--- config.mk ---
export PLATFORM = sky130hd
export DESIGN_NAME = e3_rx_lapd_overhead_capture
export DESIGN_NICKNAME = d
export VERILOG_FILES = /design/src/core/e3_lapd_pkg.sv /design/src/core/e3_rx_lapd_overhead_capture.sv
export SDC_FILE = /design/constraint.sdc
export NUM_CORES = 1
export LEC_CHECK = 0
export ABC_CLOCK_PERIOD_IN_PS = 3280
export BUFFER_PORTS_ARGS = -buffer_cell sky130_fd_sc_hd__buf_2
export CAP_MARGIN = 15
export CORE_MARGIN = 2
export CORE_UTILIZATION = 55
export CTS_BUF_LIST = sky130_fd_sc_hd__clkbuf_16
export DETAILED_ROUTE_END_ITERATION = 7
export PLACE_DENSITY = 0.79
export RECOVER_POWER = 50
export SYNTH_ARGS = -nofsm -noshare
export SYNTH_HDL_FRONTEND = slang
export SYNTH_SLANG_ARGS = --single-unit
--- constraint.sdc ---
create_clock -name clk_i -period 3.28 [get_ports clk_i]
set_input_delay 0.164 -clock clk_i [delete_from_list [all_inputs] [get_ports clk_i]]
set_output_delay 0.164 -clock clk_i [all_outputs]
set_load 0.01 [all_outputs]
--- src/core/e3_lapd_pkg.sv ---
// constants and types for the e3 receive link message capture block
package e3_lapd_pkg;
  localparam logic [7:0] ADDR_CTRL = 8'h18;
  localparam logic [7:0] ADDR_STAT = 8'h19;
  localparam logic [7:0] ADDR_NR = 8'h1A;
  localparam logic [7:0] ADDR_GC = 8'h1B;
  localparam logic [7:0] ADDR_TT0 = 8'h1C;
  localparam logic [7:0] ADDR_TT1 = 8'h1D;
  localparam int CTL_SRC = 3;
  localparam int CTL_EN = 2;
  localparam int CTL_IE = 1;
  localparam int CTL_IRQ = 0;
  localparam int ST_ABORT = 6;
  localparam int ST_KIND = 4;
  localparam int ST_CR = 3;
  localparam int ST_FCS = 2;
  localparam int ST_EOM = 1;
  localparam int ST_FLAG = 0;
  localparam int HDR_CR_BIT = 1;
  localparam int TT_MARK_BIT = 7;
  localparam logic [7:0] RESET_BYTE = 8'h00;
  localparam logic [7:0] FLAG_OCTET = 8'h7E;
  localparam logic [2:0] STUFF_ONES = 3'h5;
  localparam logic [2:0] FLAG_ONES = 3'h6;
  localparam logic [2:0] ABORT_ONES = 3'h7;
  localparam logic [3:0] OCTET_BITS = 4'h8;
  localparam logic [7:0] HDR_CR_OCT = 8'h01;
  localparam logic [7:0] HDR_KIND_OCT = 8'h04;
  localparam logic [7:0] MIN_OCTETS = 8'h06;
  localparam logic [15:0] CRC_INIT = 16'hFFFF;
  localparam logic [15:0] CRC_POLY = 16'h8408;
  localparam logic [15:0] CRC_GOOD = 16'hF0B8;
  localparam logic [1:0] TT_FIRST = 2'h0;
  localparam logic [1:0] TT_SECOND = 2'h1;
  localparam logic [1:0] TT_DONE = 2'h2;

  typedef enum logic [1:0] {
    KIND_CL_PATH,
    KIND_IDLE,
    KIND_TEST,
    KIND_ITU_PATH
  } message_kind_e;

  typedef struct packed {
    logic valid;
    logic [7:0] nr;
    logic [7:0] gc;
    logic [7:0] tr;
  } e3_overhead_s;

  typedef struct packed {
    logic [7:0] addr;
    logic [7:0] wdata;
    logic wr;
    logic rd;
  } reg_req_s;
endpackage

--- src/core/e3_rx_lapd_overhead_capture.sv ---
// e3 receive overhead capture: link message receiver and byte captures
// What this block does
// - source bit picks operator or general byte
// - receiver ignores messages while disabled
// - interrupt output only when enabled
// - complete message sets interrupt status bit
// - control read clears interrupt status bit
// - seven ones set the abort indicator
// - two-bit field reports received message kind
// - show command/response bit of latest message
// - flag bad check sequence of latest message
// - end-of-message set when message completes
// - end-of-message clears after new valid header
// - flag-present follows 7Eh in selected byte
// - capture operator byte every frame
// - capture general channel byte every frame
// - first trace register holds start marker
// - marker found by set top bit
// - second trace register holds following byte
// - later trace bytes are not captured
module e3_rx_lapd_overhead_capture
  import e3_lapd_pkg::*;
(
  input wire logic clk_i,
  input wire logic rstn_i,
  input wire e3_overhead_s ovh_i,
  input wire reg_req_s req_i,
  output logic [7:0] rdata_o,
  output logic irq_o
);
  typedef enum logic {HUNT, IN_FRAME} rx_state_e;

  rx_state_e state, next_state;
  logic src_nr, next_src_nr;
  logic rx_en, next_rx_en;
  logic irq_en, next_irq_en;
  logic irq_flag, next_irq_flag;
  logic abort, next_abort;
  message_kind_e kind, next_kind;
  logic cr, next_cr;
  logic fcs_err, next_fcs_err;
  logic message_done, next_eom;
  logic flag_seen, next_flag_seen;
  logic [7:0] nr_cap, next_nr_cap;
  logic [7:0] gc_cap, next_gc_cap;
  logic [7:0] tt0, next_tt0;
  logic [7:0] tt1, next_tt1;
  logic [1:0] tt_pos, next_tt_pos;
  logic [7:0] shreg, next_shreg;
  logic [3:0] shcnt, next_shcnt;
  logic [2:0] ones, next_ones;
  logic [7:0] octet, next_octet;
  logic [3:0] bitcnt, next_bitcnt;
  logic [7:0] octcnt, next_octcnt;
  logic [15:0] crc, next_crc;
  logic [15:0] crc_oct, next_crc_oct;
  logic [7:0] rdata, next_rdata;
  logic irq_q, next_irq_q;
  logic msg_end;
  logic hdr_done;
  logic bit_take;
  logic [7:0] sel_byte;

  function automatic logic [15:0] crc_step(input logic [15:0] c,
                                           input logic b);
    logic fb;
    fb = c[0] ^ b;
    crc_step = (c >> 1) ^ (fb ? CRC_POLY : 16'h0000);
  endfunction

  function automatic logic addr_hit(input reg_req_s r,
                                    input logic [7:0] a);
    addr_hit = r.addr == a;
  endfunction

  // overhead capture and serialiser
  always_comb
  begin
    sel_byte = src_nr ? ovh_i.nr : ovh_i.gc;
    next_shreg = shreg;
    next_shcnt = shcnt;
    next_nr_cap = nr_cap;
    next_gc_cap = gc_cap;
    next_tt0 = tt0;
    next_tt1 = tt1;
    next_tt_pos = tt_pos;
    next_flag_seen = flag_seen;
    bit_take = 1'b0;
    if (ovh_i.valid && shcnt == 4'h0)
    begin
      next_shreg = sel_byte;
      next_shcnt = OCTET_BITS;
      next_flag_seen = sel_byte == FLAG_OCTET;
      next_nr_cap = ovh_i.nr;
      next_gc_cap = ovh_i.gc;
      if (ovh_i.tr[TT_MARK_BIT])
      begin
        next_tt0 = ovh_i.tr;
        next_tt_pos = TT_SECOND;
      end
      else if (tt_pos == TT_SECOND)
      begin
        next_tt1 = ovh_i.tr;
        next_tt_pos = TT_DONE;
      end
    end
    else if (shcnt != 4'h0)
    begin
      bit_take = 1'b1;
      next_shreg = shreg >> 1;
      next_shcnt = shcnt - 4'h1;
    end
  end

  // bit level link message receiver
  always_comb
  begin
    next_state = state;
    next_ones = ones;
    next_octet = octet;
    next_bitcnt = bitcnt;
    next_octcnt = octcnt;
    next_crc = crc;
    next_crc_oct = crc_oct;
    next_abort = abort;
    next_kind = kind;
    next_cr = cr;
    next_fcs_err = fcs_err;
    next_eom = message_done;
    msg_end = 1'b0;
    hdr_done = 1'b0;
    if (!rx_en)
    begin
      next_state = HUNT;
      next_ones = 3'h0;
    end
    else if (bit_take && shreg[0])
    begin
      if (ones != ABORT_ONES)
        next_ones = ones + 3'h1;
      if (ones == FLAG_ONES)
      begin
        next_abort = 1'b1;
        next_state = HUNT;
      end
      else if (state == IN_FRAME)
      begin
        next_octet = {1'b1, octet[7:1]};
        next_crc = crc_step(crc, 1'b1);
        next_bitcnt = bitcnt + 4'h1;
      end
    end
    else if (bit_take)
    begin
      next_ones = 3'h0;
      if (ones == FLAG_ONES)
      begin
        // flag bits were shifted in: use residue of last whole octet
        if (state == IN_FRAME && bitcnt == OCTET_BITS - 4'h1 &&
            octcnt >= MIN_OCTETS)
        begin
          msg_end = 1'b1;
          next_eom = 1'b1;
          next_fcs_err = crc_oct != CRC_GOOD;
        end
        next_state = IN_FRAME;
        next_bitcnt = 4'h0;
        next_octcnt = 8'h00;
        next_crc = CRC_INIT;
      end
      else if (ones != STUFF_ONES && state == IN_FRAME)
      begin
        next_octet = {1'b0, octet[7:1]};
        next_crc = crc_step(crc, 1'b0);
        next_bitcnt = bitcnt + 4'h1;
      end
    end
    if (next_bitcnt == OCTET_BITS)
    begin
      next_bitcnt = 4'h0;
      next_crc_oct = next_crc;
      if (octcnt != 8'hFF)
        next_octcnt = octcnt + 8'h01;
      if (octcnt == HDR_CR_OCT - 8'h01)
        next_cr = next_octet[HDR_CR_BIT];
      if (octcnt == HDR_KIND_OCT - 8'h01)
      begin
        hdr_done = 1'b1;
        next_kind = message_kind_e'(next_octet[1:0]);
        next_eom = 1'b0;
        next_abort = 1'b0;
      end
    end
  end

  // register port
  always_comb
  begin
    next_src_nr = src_nr;
    next_rx_en = rx_en;
    next_irq_en = irq_en;
    next_irq_flag = irq_flag;
    next_rdata = RESET_BYTE;
    if (req_i.wr && addr_hit(req_i, ADDR_CTRL))
    begin
      next_src_nr = req_i.wdata[CTL_SRC];
      next_rx_en = req_i.wdata[CTL_EN];
      next_irq_en = req_i.wdata[CTL_IE];
    end
    if (req_i.rd)
    begin
      unique case (req_i.addr)
        ADDR_CTRL:
        begin
          next_rdata[CTL_SRC] = src_nr;
          next_rdata[CTL_EN] = rx_en;
          next_rdata[CTL_IE] = irq_en;
          next_rdata[CTL_IRQ] = irq_flag;
          next_irq_flag = 1'b0;
        end
        ADDR_STAT:
        begin
          next_rdata[ST_ABORT] = abort;
          next_rdata[ST_KIND+:2] = kind;
          next_rdata[ST_CR] = cr;
          next_rdata[ST_FCS] = fcs_err;
          next_rdata[ST_EOM] = message_done;
          next_rdata[ST_FLAG] = flag_seen;
        end
        ADDR_NR: next_rdata = nr_cap;
        ADDR_GC: next_rdata = gc_cap;
        ADDR_TT0: next_rdata = tt0;
        ADDR_TT1: next_rdata = tt1;
        default: next_rdata = RESET_BYTE;
      endcase
    end
    if (msg_end)
      next_irq_flag = 1'b1;
    next_irq_q = next_irq_flag && next_irq_en;
  end

  always_ff @(posedge clk_i or negedge rstn_i)
  begin
    if (!rstn_i)
    begin
      state <= HUNT;
      src_nr <= 1'b0;
      rx_en <= 1'b0;
      irq_en <= 1'b0;
      irq_flag <= 1'b0;
      abort <= 1'b0;
      kind <= KIND_CL_PATH;
      cr <= 1'b0;
      fcs_err <= 1'b0;
      message_done <= 1'b0;
      flag_seen <= 1'b0;
      nr_cap <= RESET_BYTE;
      gc_cap <= RESET_BYTE;
      tt0 <= RESET_BYTE;
      tt1 <= RESET_BYTE;
      tt_pos <= TT_FIRST;
      shreg <= RESET_BYTE;
      shcnt <= 4'h0;
      ones <= 3'h0;
      octet <= RESET_BYTE;
      bitcnt <= 4'h0;
      octcnt <= 8'h00;
      crc <= CRC_INIT;
      crc_oct <= CRC_INIT;
      rdata <= RESET_BYTE;
      irq_q <= 1'b0;
    end
    else
    begin
      state <= next_state;
      src_nr <= next_src_nr;
      rx_en <= next_rx_en;
      irq_en <= next_irq_en;
      irq_flag <= next_irq_flag;
      abort <= next_abort;
      kind <= next_kind;
      cr <= next_cr;
      fcs_err <= next_fcs_err;
      message_done <= next_eom;
      flag_seen <= next_flag_seen;
      nr_cap <= next_nr_cap;
      gc_cap <= next_gc_cap;
      tt0 <= next_tt0;
      tt1 <= next_tt1;
      tt_pos <= next_tt_pos;
      shreg <= next_shreg;
      shcnt <= next_shcnt;
      ones <= next_ones;
      octet <= next_octet;
      bitcnt <= next_bitcnt;
      octcnt <= next_octcnt;
      crc <= next_crc;
      crc_oct <= next_crc_oct;
      rdata <= next_rdata;
      irq_q <= next_irq_q;
    end
  end

  assign rdata_o = rdata;
  assign irq_o = irq_q;

  logic accept;
  logic tt_armed, next_tt_armed;
  assign accept = ovh_i.valid && shcnt == 4'h0;

  // marker seen in the last accepted frame
  always_comb
  begin
    next_tt_armed = tt_armed;
    if (accept)
      next_tt_armed = ovh_i.tr[TT_MARK_BIT];
  end

  always_ff @(posedge clk_i or negedge rstn_i)
  begin
    if (!rstn_i)
      tt_armed <= 1'b0;
    else
      tt_armed <= next_tt_armed;
  end
endmodule

==> results of run 1 <==
[routing by layer]
layer / vias to the layer above / share of wire / global-route usage
met5: - / 0 / 0
met4: 0 / 0.024 / 0.105
met3: 29 / 0.046 / 0.0663
met2: 128 / 0.49 / 0.406
met1: 2200 / 0.44 / 0.308
li1: 2063 / - / -
[sequential cells by signal, indices dropped and copies added, names as in the netlist, 7 cells and up]
name / flops
crc: 16
crc_oct: 16
gc_cap: 8
nr_cap: 8
octcnt: 8
octet: 8
rdata_o: 8
shreg: 8
tt0: 8
tt1: 7
[layout by cell type, fill, tap and decap left out, drive strengths merged, types with 5 or more instances in the layout]
cell	Yosys	layout
dfrtp	89	89
o21ai	28	28
nor4	5	5
ha	9	9
nand4	7	7
nand2	72	72
nor2b	5	5
inv	14	18
o31ai	5	5
mux2i	15	15
dfstp	32	32
a22oi	7	7
buf	7	50
mux2	65	65
a21boi	7	7
nor2	32	32
dlygate4sd3	0	19
a21oi	25	25
nor3	7	7
clkbuf	17	27
clkinv	1	9
nand3	27	27
and2	5	5
[power by group]
group          switching [mW]  total, mW  internal, mW
registers               0.197       1.96          1.76
clock network           0.620       1.71          1.09
logic                   0.345      0.690         0.344
[Yosys cell counts (6+ instances only)]
library cell,count
o21ai_0,28
mux2i_1,15
nand3_1,27
nor3_1,7
a22oi_1,7
a21oi_1,25
inv_1,13
mux2_2,64
ha_1,9
nor2_1,32
clkbuf_1,17
buf_2,6
nand2_1,71
dfstp_2,32
dfrtp_1,89
[final cells by class]
type	count	area [µm²]	share of cell area
clock buffers	17	425	0.0612
well taps	136	170	0.0245
flip-flops and latches	121	3070	0.442
inverters	15	56.3	0.00811
repair buffers	79	507	0.0729
multi-input cells	376	2600	0.374
clock inverters	14	119	0.0171
[how the worst max path moves through the flow]
stage / start / endpoint / cells past startpoint
3_5_place_dp: shcnt[0] / kind[0] / 9
2_1_floorplan: shcnt[0] / kind[0] / 10
6_report: shcnt[0] / kind[0] / 9
5_1_grt: ones[0] / kind[0] / 9
3_3_place_gp: shcnt[0] / kind[0] / 9
4_1_cts: shcnt[0] / kind[0] / 9
[kinds of logic after synthesis]
family          Yosys count  share of synthesized area
simple gates            180                      0.155
flops                   121                      0.527
compound gates          103                      0.115
mux                      80                      0.151
buf+inv                  39                     0.0264
fa+ha+maj                 9                     0.0193
xor+xnor                  4                    0.00602
[worst reg2reg max path: stages (launching register included)]
cell     delay [ns]
dfrtp_1        0.41
inv_1          0.08
ha_1           0.23
nor3b_1        0.49
nor2_1         0.19
a31oi_1        0.21
o22a_1         0.27
nand4_4        0.16
nor4_4         0.42
mux2_2         0.38
[repair_timing]
action                                 in CTS  in global routing
hold buffers                               17                  2
endpoints found under the hold margin      48                  3
gates resized for setup                     0                  0
[metrics by stage]
stage,utilization,hold slack [ns]
5_1_grt,0.673,0.0168
6_report,0.673,0.0220
4_1_cts,0.674,0.000135
3_5_place_dp,0.605,0.289
2_1_floorplan,-,-0.132
3_3_place_gp,0.605,0.277
==> impl_metrics.py, run 1 <==
metrics = {
    "status": {
        "status": "finished clean",
    },
    "yosys": {
        "yosys_register_bits": 121,
        "syn-cell-area_um2": 5820,
        "synth_nets": 590,
        "synth.area.top_cells": "dfrtp_1 38%, dfstp_2 14%, mux2_2 12%",
        "synth_edf_count": 0,
        "synth_top_area_cell": "dfrtp_1",
        "yosysWarnings": 0,
        "ys_types": 65,
        "syn_area_per_cell_um2": 10.9,
        "ys_async_sr_fraction": 1.00,
        "syn_inst": 536,
        "synthDominantCellAreaShare": 0.382,
        "seq_area_frac_synth": 0.527,
        "ys.flop_type": "dfrtp_1",
    },
    "detailed_routing": {
        "first_pass_iters": 5,
        "vias": 4420,
        "initialDrtViolationCount": 266,
        "drt-total-wl_mm": 13.0,
        "wl_per_cell_um": 17.2,
        "drc": 0,
        "vias_per_cell": 5.83,
        "drtAntennaViolNets": 0,
    },
    "clock_tree": {
        "tritoncts": "done",
        "path_clk_slew_ns": 0.05,
        "numCtsBuffers": 17,
        "insertion_delay_ns": 0.41,
        "cts-root-buf": "clkbuf_16",
        "cts_buffer_depth": 2,
        "postCtsSetupRepairBufs": 0,
        "clock-sinks": 121,
        "cts-htree-levels": 4,
    },
    "setup_path": {
        "crit_required_ns": 3.57,
        "path_class": "reg2reg",
        "critical_path.max_fanout": 6,
        "critical_path.startpoint_type": "flop",
        "r2r_end": "kind[0]",
        "arrival_ns": 3.24,
        "reg2reg_from": "shcnt[0]",
        "critical_path.slowest_cell": "nor3b_1",
        "crit_buf_inv": 1,
        "cp-end-kind": "flop",
        "cpPeakStageDelay_ns": 0.49,
        "ff2ff_path_depth": 9,
        "worstPathCellList": "inv_1 > ha_1 > nor3b_1 > nor2_1 > a31oi_1 > o22a_1 > nand4_4 > nor4_4 > mux2_2",
        "worst-r2r-setup-slack_ns": 0.34,
        "critPathTopFamily": "simple AND/OR/NAND/NOR gates",
    },
    "power": {
        "ir_worst_vdd_mv": 0.516,
        "power_mw": 4.35,
        "total_leakage_power_nw": 3.12,
        "power-per-cell-area_nw_per_um2": 627,
    },
    "final_layout": {
        "fillers": 734,
        "nNetsFinal": 664,
        "drive_above_1_share": 0.293,
        "final_cells": 758,
        "diodes": 0,
        "final_area_um2": 6950,
        "syn_to_final_growth_pct": 19.3,
    },
    "place": {
        "hpwlAfterDp_mm": 8.73,
        "gp_congestion": 0.857,
        "port-buffer-count": 48,
        "dpl_cell_area_um2": 6240,
        "place_ws_ns": 0.394,
        "placed_cells": 708,
    },
    "sta": {
        "finalMaxSlewViolations": 0,
        "hold_viol_final": 0,
        "rsz0062_at_grt": "false",
        "fin_skew_ns": 0.00637,
        "setup_viol": 0,
        "worst_slack_ns": 0.338,
        "fin_crit_sh": 0.897,
        "relSlewSlack": 0.0279,
        "timing.final.crit_period_ns": 2.94,
        "fin_tns_setup_ns": 0,
        "worstMarginPinSlew_ns": 1.46,
        "fmax_mhz": 340,
    },
    "worst_hold_path": {
        "hold_start": "ovh_i[19]",
        "min_to": "nr_cap[3]",
        "min_path_cells": 2,
        "min_path_type": "in2reg",
    },
    "global_route": {
        "grt_max_degree": 62,
        "antenna_found_initial": 0,
        "grtUsageTotal": 0.247,
        "overflow": 0,
        "grt_pass1_vias": 4614,
        "grt_pass1_wl_mm": 21.9,
    },
    "floorplan": {
        "die_x_um": 107,
        "boundaryPins": 54,
        "core_area_um2": 10300,
        "rows": 37,
        "die-area_um2": 11400,
        "fp.dieH_um": 107,
        "start_util": 0.564,
    },
    "flow_run": {
        "maxCapViolCount": 0,
    },
}
(Power assumes the default switching activity.)
==> run 2: changes to the inputs <==
--- a/config.mk
+++ b/config.mk
@@ -5,10 +5,9 @@
 export SDC_FILE = /design/constraint.sdc
 export NUM_CORES = 1
 export LEC_CHECK = 0
-export ABC_CLOCK_PERIOD_IN_PS = 3280
+export ABC_CLOCK_PERIOD_IN_PS = 2900
 export BUFFER_PORTS_ARGS = -buffer_cell sky130_fd_sc_hd__buf_2
 export CAP_MARGIN = 15
-export CORE_MARGIN = 2
 export CORE_UTILIZATION = 55
 export CTS_BUF_LIST = sky130_fd_sc_hd__clkbuf_16
 export DETAILED_ROUTE_END_ITERATION = 7
==> constraint.sdc (replaced) <==
create_clock -name clk_i -period 2.9 [get_ports clk_i]
set_input_delay 0.145 -clock clk_i [delete_from_list [all_inputs] [get_ports clk_i]]
set_output_delay 0.145 -clock clk_i [all_outputs]
set_load 0.01 [all_outputs]
==> run 2 against run 1 <==
Compared with the run above: clock power grew 13%; core utilization is 1.9 points higher; cell count up 2.5%; setup slack worse by 0.17 ns; register-to-register slack got worse by 0.17 ns; largest cell class unchanged; largest power group unchanged.
==> impl_metrics.py, run 2 (synthesis results as in run 1) <==
metrics = {
    "status": {
        "status": "finished clean",
    },
    "place": {
        "place_ws_ns": 0.0825,
        "dpl_cell_area_um2": 6300,
        "hpwlAfterDp_mm": 9.14,
        "port-buffer-count": 48,
        "placed_cells": 717,
        "gp_congestion": 0.854,
    },
    "final_layout": {
        "top_regs": "crc (16), crc_oct (16)",
        "fin_util": 0.692,
        "fillers": 707,
        "nNetsFinal": 682,
        "layout_commonest_cell": "dfrtp_1",
        "final_cells": 777,
        "final_area_um2": 7110,
        "multi_input_area_um2": 2610,
        "regArea_um2": 3070,
        "syn_to_final_growth_pct": 22.1,
        "drive_above_1_share": 0.309,
        "diodes": 0,
        "layout.cells.most_common_list": "89 x dfrtp_1, 71 x nand2_1, 64 x mux2_2",
    },
    "power": {
        "power-per-cell-area_nw_per_um2": 698,
        "power_mw": 4.96,
        "p_sw_mw": 1.43,
        "power.internal_mw": 3.53,
        "clockPowerShare": 0.388,
        "ir_worst_vdd_mv": 0.511,
        "pwr-share-comb": 0.164,
        "total_leakage_power_nw": 3.19,
        "switching_share": 0.288,
        "seqPwrFrac": 0.448,
    },
    "setup_path": {
        "crit_path_start": "shcnt[0]",
        "critical_path.startpoint_type": "flop",
        "reg2reg_from": "shcnt[0]",
        "arrival_ns": 3.04,
        "cp-end-kind": "flop",
        "path_class": "reg2reg",
        "ff2ff_path_depth": 9,
        "crit_required_ns": 3.20,
        "critical_path.max_fanout": 6,
    },
    "detailed_routing": {
        "drtAntennaViolNets": 0,
        "drc": 0,
        "vias_per_cell": 5.97,
        "initialDrtViolationCount": 377,
        "vias": 4640,
        "drt-total-wl_mm": 14.6,
        "wl_per_cell_um": 18.8,
        "first_pass_iters": 5,
    },
    "sta": {
        "relSlewSlack": 0.0573,
        "rsz0062_at_grt": "false",
        "finalMaxSlewViolations": 0,
        "fin_crit_sh": 0.944,
        "hold_viol_final": 0,
        "fmax_mhz": 365,
        "worstMarginPinSlew_ns": 1.41,
        "setup_viol": 0,
        "whs_ns": 0.0441,
        "fin_skew_ns": 0.00938,
        "fin_tns_setup_ns": 0,
        "timing.final.crit_period_ns": 2.74,
        "worst_slack_ns": 0.163,
    },
    "floorplan": {
        "boundaryPins": 54,
        "die_x_um": 105,
        "fp.dieH_um": 105,
        "die-area_um2": 11000,
        "rows": 37,
        "start_util": 0.567,
        "core_area_um2": 10300,
    },
    "clock_tree": {
        "cts-htree-levels": 4,
        "postCtsSetupRepairBufs": 0,
        "insertion_delay_ns": 0.42,
        "path_clk_slew_ns": 0.06,
        "tritoncts": "done",
        "cts-root-buf": "clkbuf_16",
        "clock-sinks": 121,
        "numCtsBuffers": 17,
        "cts_buffer_depth": 2,
    },
    "global_route": {
        "grtUsageTotal": 0.289,
        "overflow": 0,
        "grt_use_met3": 0.0792,
        "grtUsageMet2": 0.494,
        "grt-busiest-layer": "met2",
        "antenna_found_initial": 1,
        "use_met1": 0.336,
        "grt_pass1_wl_mm": 24.1,
        "grt_pass1_vias": 4841,
        "grt_max_degree": 56,
    },
    "worst_hold_path": {
        "hold_start": "req_i[0]",
        "min_path_cells": 2,
        "min_path_type": "in2reg",
    },
    "flow_run": {
        "maxCapViolCount": 0,
    },
}
==> run 2: per-layer routing <==
metal,part of all wire,wire length (µm)
met1,0.40,5810
met2,0.51,7450
met3,0.059,867
met4,0.030,442
met5,0.0014,20
==> run 2: timing repair <==
| action | 4_1_cts | 5_1_grt |
|---|---|---|
| hold endpoints to repair | 86 | 0 |
| setup endpoints to repair | 0 | 19 |
| hold buffers | 28 | 0 |
| resized for setup | 0 | 2 |
==> run 2: critical path, cell delays in order, from the launching register on <==
cell and delay, ns:
dfrtp_1 0.42, inv_1 0.08, ha_1 0.25, nor3b_2 0.34, nor2_1 0.17, a21oi_1 0.20
o22a_1 0.29, nand4_4 0.15, nor4_4 0.35, mux2_2 0.39
==> run 2: power groups by stage <==
stage	logic (mW)	registers (mW)	clock network, mW
2_1_floorplan	0.569	2.14	0
3_3_place_gp	0.718	2.20	0
3_5_place_dp	0.764	2.22	0
4_1_cts	0.802	2.20	1.96
5_1_grt	0.899	2.25	2.03
6_report	0.814	2.22	1.93
==> run 2: cell type report <==
| class | count | area share |
|---|---|---|
| Sequential cell | 121 | 0.431 |
| Tap cell | 136 | 0.0239 |
| Timing Repair Buffer | 97 | 0.0924 |
| Inverter | 15 | 0.00792 |
| Multi-Input combinational cell | 376 | 0.367 |
| Clock inverter | 14 | 0.0135 |
| Clock buffer | 18 | 0.0633 |
==> run 2: path summary, 6_finish.rpt <==
kind / slack, ns / end
max in group asynchronous: 0.65 / gc_cap[4]
worst min register to register: 0.49 / tt0[7]
min in group asynchronous: 0.58 / shreg[7]
worst max register to register: 0.16 / kind[0]
worst max-delay path: 0.16 / kind[0]
worst min-delay path: 0.04 / rdata_o[2]
==> run 3: changes to the inputs <==
--- a/config.mk
+++ b/config.mk
@@ -8,10 +8,11 @@
 export ABC_CLOCK_PERIOD_IN_PS = 2900
 export BUFFER_PORTS_ARGS = -buffer_cell sky130_fd_sc_hd__buf_2
 export CAP_MARGIN = 15
+export CORE_ASPECT_RATIO = 1.1
 export CORE_UTILIZATION = 55
 export CTS_BUF_LIST = sky130_fd_sc_hd__clkbuf_16
 export DETAILED_ROUTE_END_ITERATION = 7
-export PLACE_DENSITY = 0.79
+export PLACE_DENSITY = 0.75
 export RECOVER_POWER = 50
 export SYNTH_ARGS = -nofsm -noshare
 export SYNTH_HDL_FRONTEND = slang
==> run 3 against run 2 <==
Compared with the run above: the flow now finishes with violations (max-capacitance violations, max-slew violations); first-iteration DRC count is 37% lower; die area stayed put; sequential share of layout area is 0.28 points higher; setup slack better by 0.057 ns; core utilization is 0.90 points lower; cell area is 0.65% lower; global-route usage is 3.1 points lower; critical endpoint is now octcnt[4]; largest cell class unchanged.
==> impl_metrics.py, run 3 (synthesis results as in run 1) <==
metrics = {
    "power": {
        "seqPwrFrac": 0.456,
        "ir_worst_vdd_mv": 0.377,
        "power_mw": 4.83,
        "power-per-cell-area_nw_per_um2": 684,
        "clockPowerShare": 0.380,
        "pwr-share-comb": 0.164,
        "total_leakage_power_nw": 3.17,
        "switching_share": 0.270,
        "p_sw_mw": 1.30,
        "power.internal_mw": 3.53,
    },
    "detailed_routing": {
        "vias": 4500,
        "vias_per_cell": 5.76,
        "initialDrtViolationCount": 238,
        "drc": 0,
        "drt-total-wl_mm": 13.3,
        "drtAntennaViolNets": 0,
        "first_pass_iters": 5,
        "wl_per_cell_um": 17.1,
    },
    "sta": {
        "worstMarginPinSlew_ns": 1.67,
        "rsz0062_at_grt": "false",
        "finalMaxSlewViolations": 70,
        "fin_crit_sh": 0.924,
        "setup_viol": 0,
        "worst_slack_ns": 0.221,
        "hold_viol_final": 0,
        "fmax_mhz": 373,
        "fin_tns_setup_ns": 0,
        "timing.final.crit_period_ns": 2.68,
        "relSlewSlack": -0.115,
        "fin_skew_ns": 0.0113,
    },
    "final_layout": {
        "top_regs": "crc (16), crc_oct (16)",
        "layout.cells.most_common_list": "89 x dfrtp_1, 71 x nand2_1, 64 x mux2_2",
        "multi_input_area_um2": 2610,
        "drive_above_1_share": 0.296,
        "diodes": 0,
        "regArea_um2": 3070,
        "fin_util": 0.683,
        "fillers": 776,
        "final_cells": 781,
        "layout_commonest_cell": "dfrtp_1",
        "nNetsFinal": 679,
        "syn_to_final_growth_pct": 21.3,
    },
    "setup_path": {
        "arrival_ns": 2.97,
        "cp-end-kind": "flop",
        "critical_path.max_fanout": 22,
        "path_class": "reg2reg",
        "crit_required_ns": 3.19,
        "critical_path.startpoint_type": "flop",
    },
    "worst_hold_path": {
        "min_path_type": "in2reg",
    },
    "global_route": {
        "antenna_found_initial": 0,
        "grtUsageTotal": 0.258,
        "grt_pass1_vias": 4515,
        "grt_max_degree": 70,
        "overflow": 0,
        "grt_pass1_wl_mm": 21.6,
    },
    "place": {
        "hpwlAfterDp_mm": 8.70,
        "place_ws_ns": 0.128,
        "placed_cells": 723,
        "gp_congestion": 0.901,
        "port-buffer-count": 48,
    },
    "clock_tree": {
        "tritoncts": "done",
        "insertion_delay_ns": 0.41,
        "cts-htree-levels": 4,
        "clock-sinks": 121,
        "numCtsBuffers": 17,
        "postCtsSetupRepairBufs": 0,
        "cts_buffer_depth": 2,
        "cts-root-buf": "clkbuf_16",
        "path_clk_slew_ns": 0.05,
    },
    "status": {
        "status": "complete, but fails checks",
        "failed_checks": "max-capacitance violations, max-slew violations",
    },
    "floorplan": {
        "rows": 39,
        "start_util": 0.563,
        "die_x_um": 100,
        "die-area_um2": 11000,
        "fp.dieH_um": 110,
        "core_area_um2": 10300,
        "boundaryPins": 54,
    },
    "flow_run": {
        "maxCapViolCount": 1,
    },
}
[run 3: cell types whose count changed in the layout (fill, tap and decap cells not counted), moves of 2 or more]
cell           change
clkinv_1           +4
inv_1              +3
clkinv_4           -5
inv_4              -2
dlygate4sd3_1      -2
[run 3: power groups by stage]
stage / Combinational [mW] / Clock, mW / Sequential [mW]
2_1_floorplan: 0.569 / 0 / 2.14
6_report: 0.791 / 1.84 / 2.20
5_1_grt: 0.881 / 1.95 / 2.24
3_5_place_dp: 0.755 / 0 / 2.21
4_1_cts: 0.789 / 1.87 / 2.19
3_3_place_gp: 0.717 / 0 / 2.20
[run 3: final timing paths]
check                           from        end  slack, ns  cells after the start
max reg2reg                 shcnt[0]  octcnt[4]       0.22                     11
max                         shcnt[0]  octcnt[4]       0.22                     11
min reg2reg                   tt0[7]     tt0[7]       0.47                      1
min in group asynchronous     rstn_i   shreg[6]       0.73                      2
min                        ovh_i[19]  nr_cap[3]       0.01                      2
max in group asynchronous     rstn_i     tt0[7]       0.71                      3
[run 3: critical path, stage by stage (launching register included)]
cell	delay, ns
dfrtp_1	0.39
inv_1	0.06
ha_1	0.25
nor3b_1	0.16
buf_4	0.18
nor2_1	0.30
a21oi_1	0.12
o22a_1	0.29
nand4_4	0.15
buf_4	0.30
nor2_1	0.08
a211o_1	0.27
[run 3: final cells by class]
type,count,area share
Inverter,15,0.00797
Sequential cell,121,0.434
Multi-Input combinational cell,376,0.370
Clock inverter,15,0.0133
Clock buffer,17,0.0602
Timing Repair Buffer,94,0.0889
Tap cell,143,0.0253
[run 3: repair_timing]
item / in CTS / in global routing
endpoints found under the setup margin: 0 / 6
gates resized for setup: 0 / 2
hold endpoints to repair: 81 / 0
hold buffers: 26 / 0
[run 3: metal layers]
metal,GRT usage,routed length (µm),vias to the layer above,part of all wire
met4,0.139,478,0,0.036
met2,0.431,6750,145,0.51
met5,0,0,-,0
li1,-,-,2097,-
met3,0.0617,619,44,0.046
met1,0.311,5470,2214,0.41
[run 3: through the flow]
step / instance area [µm²] / hold WS, ns
floorplan: 5820 / -0.151
global placement: 6300 / 0.296
detailed placement: 6300 / 0.309
CTS: 7080 / 0.00109
global route: 7060 / 0.00687
finish: 7060 / 0.0129
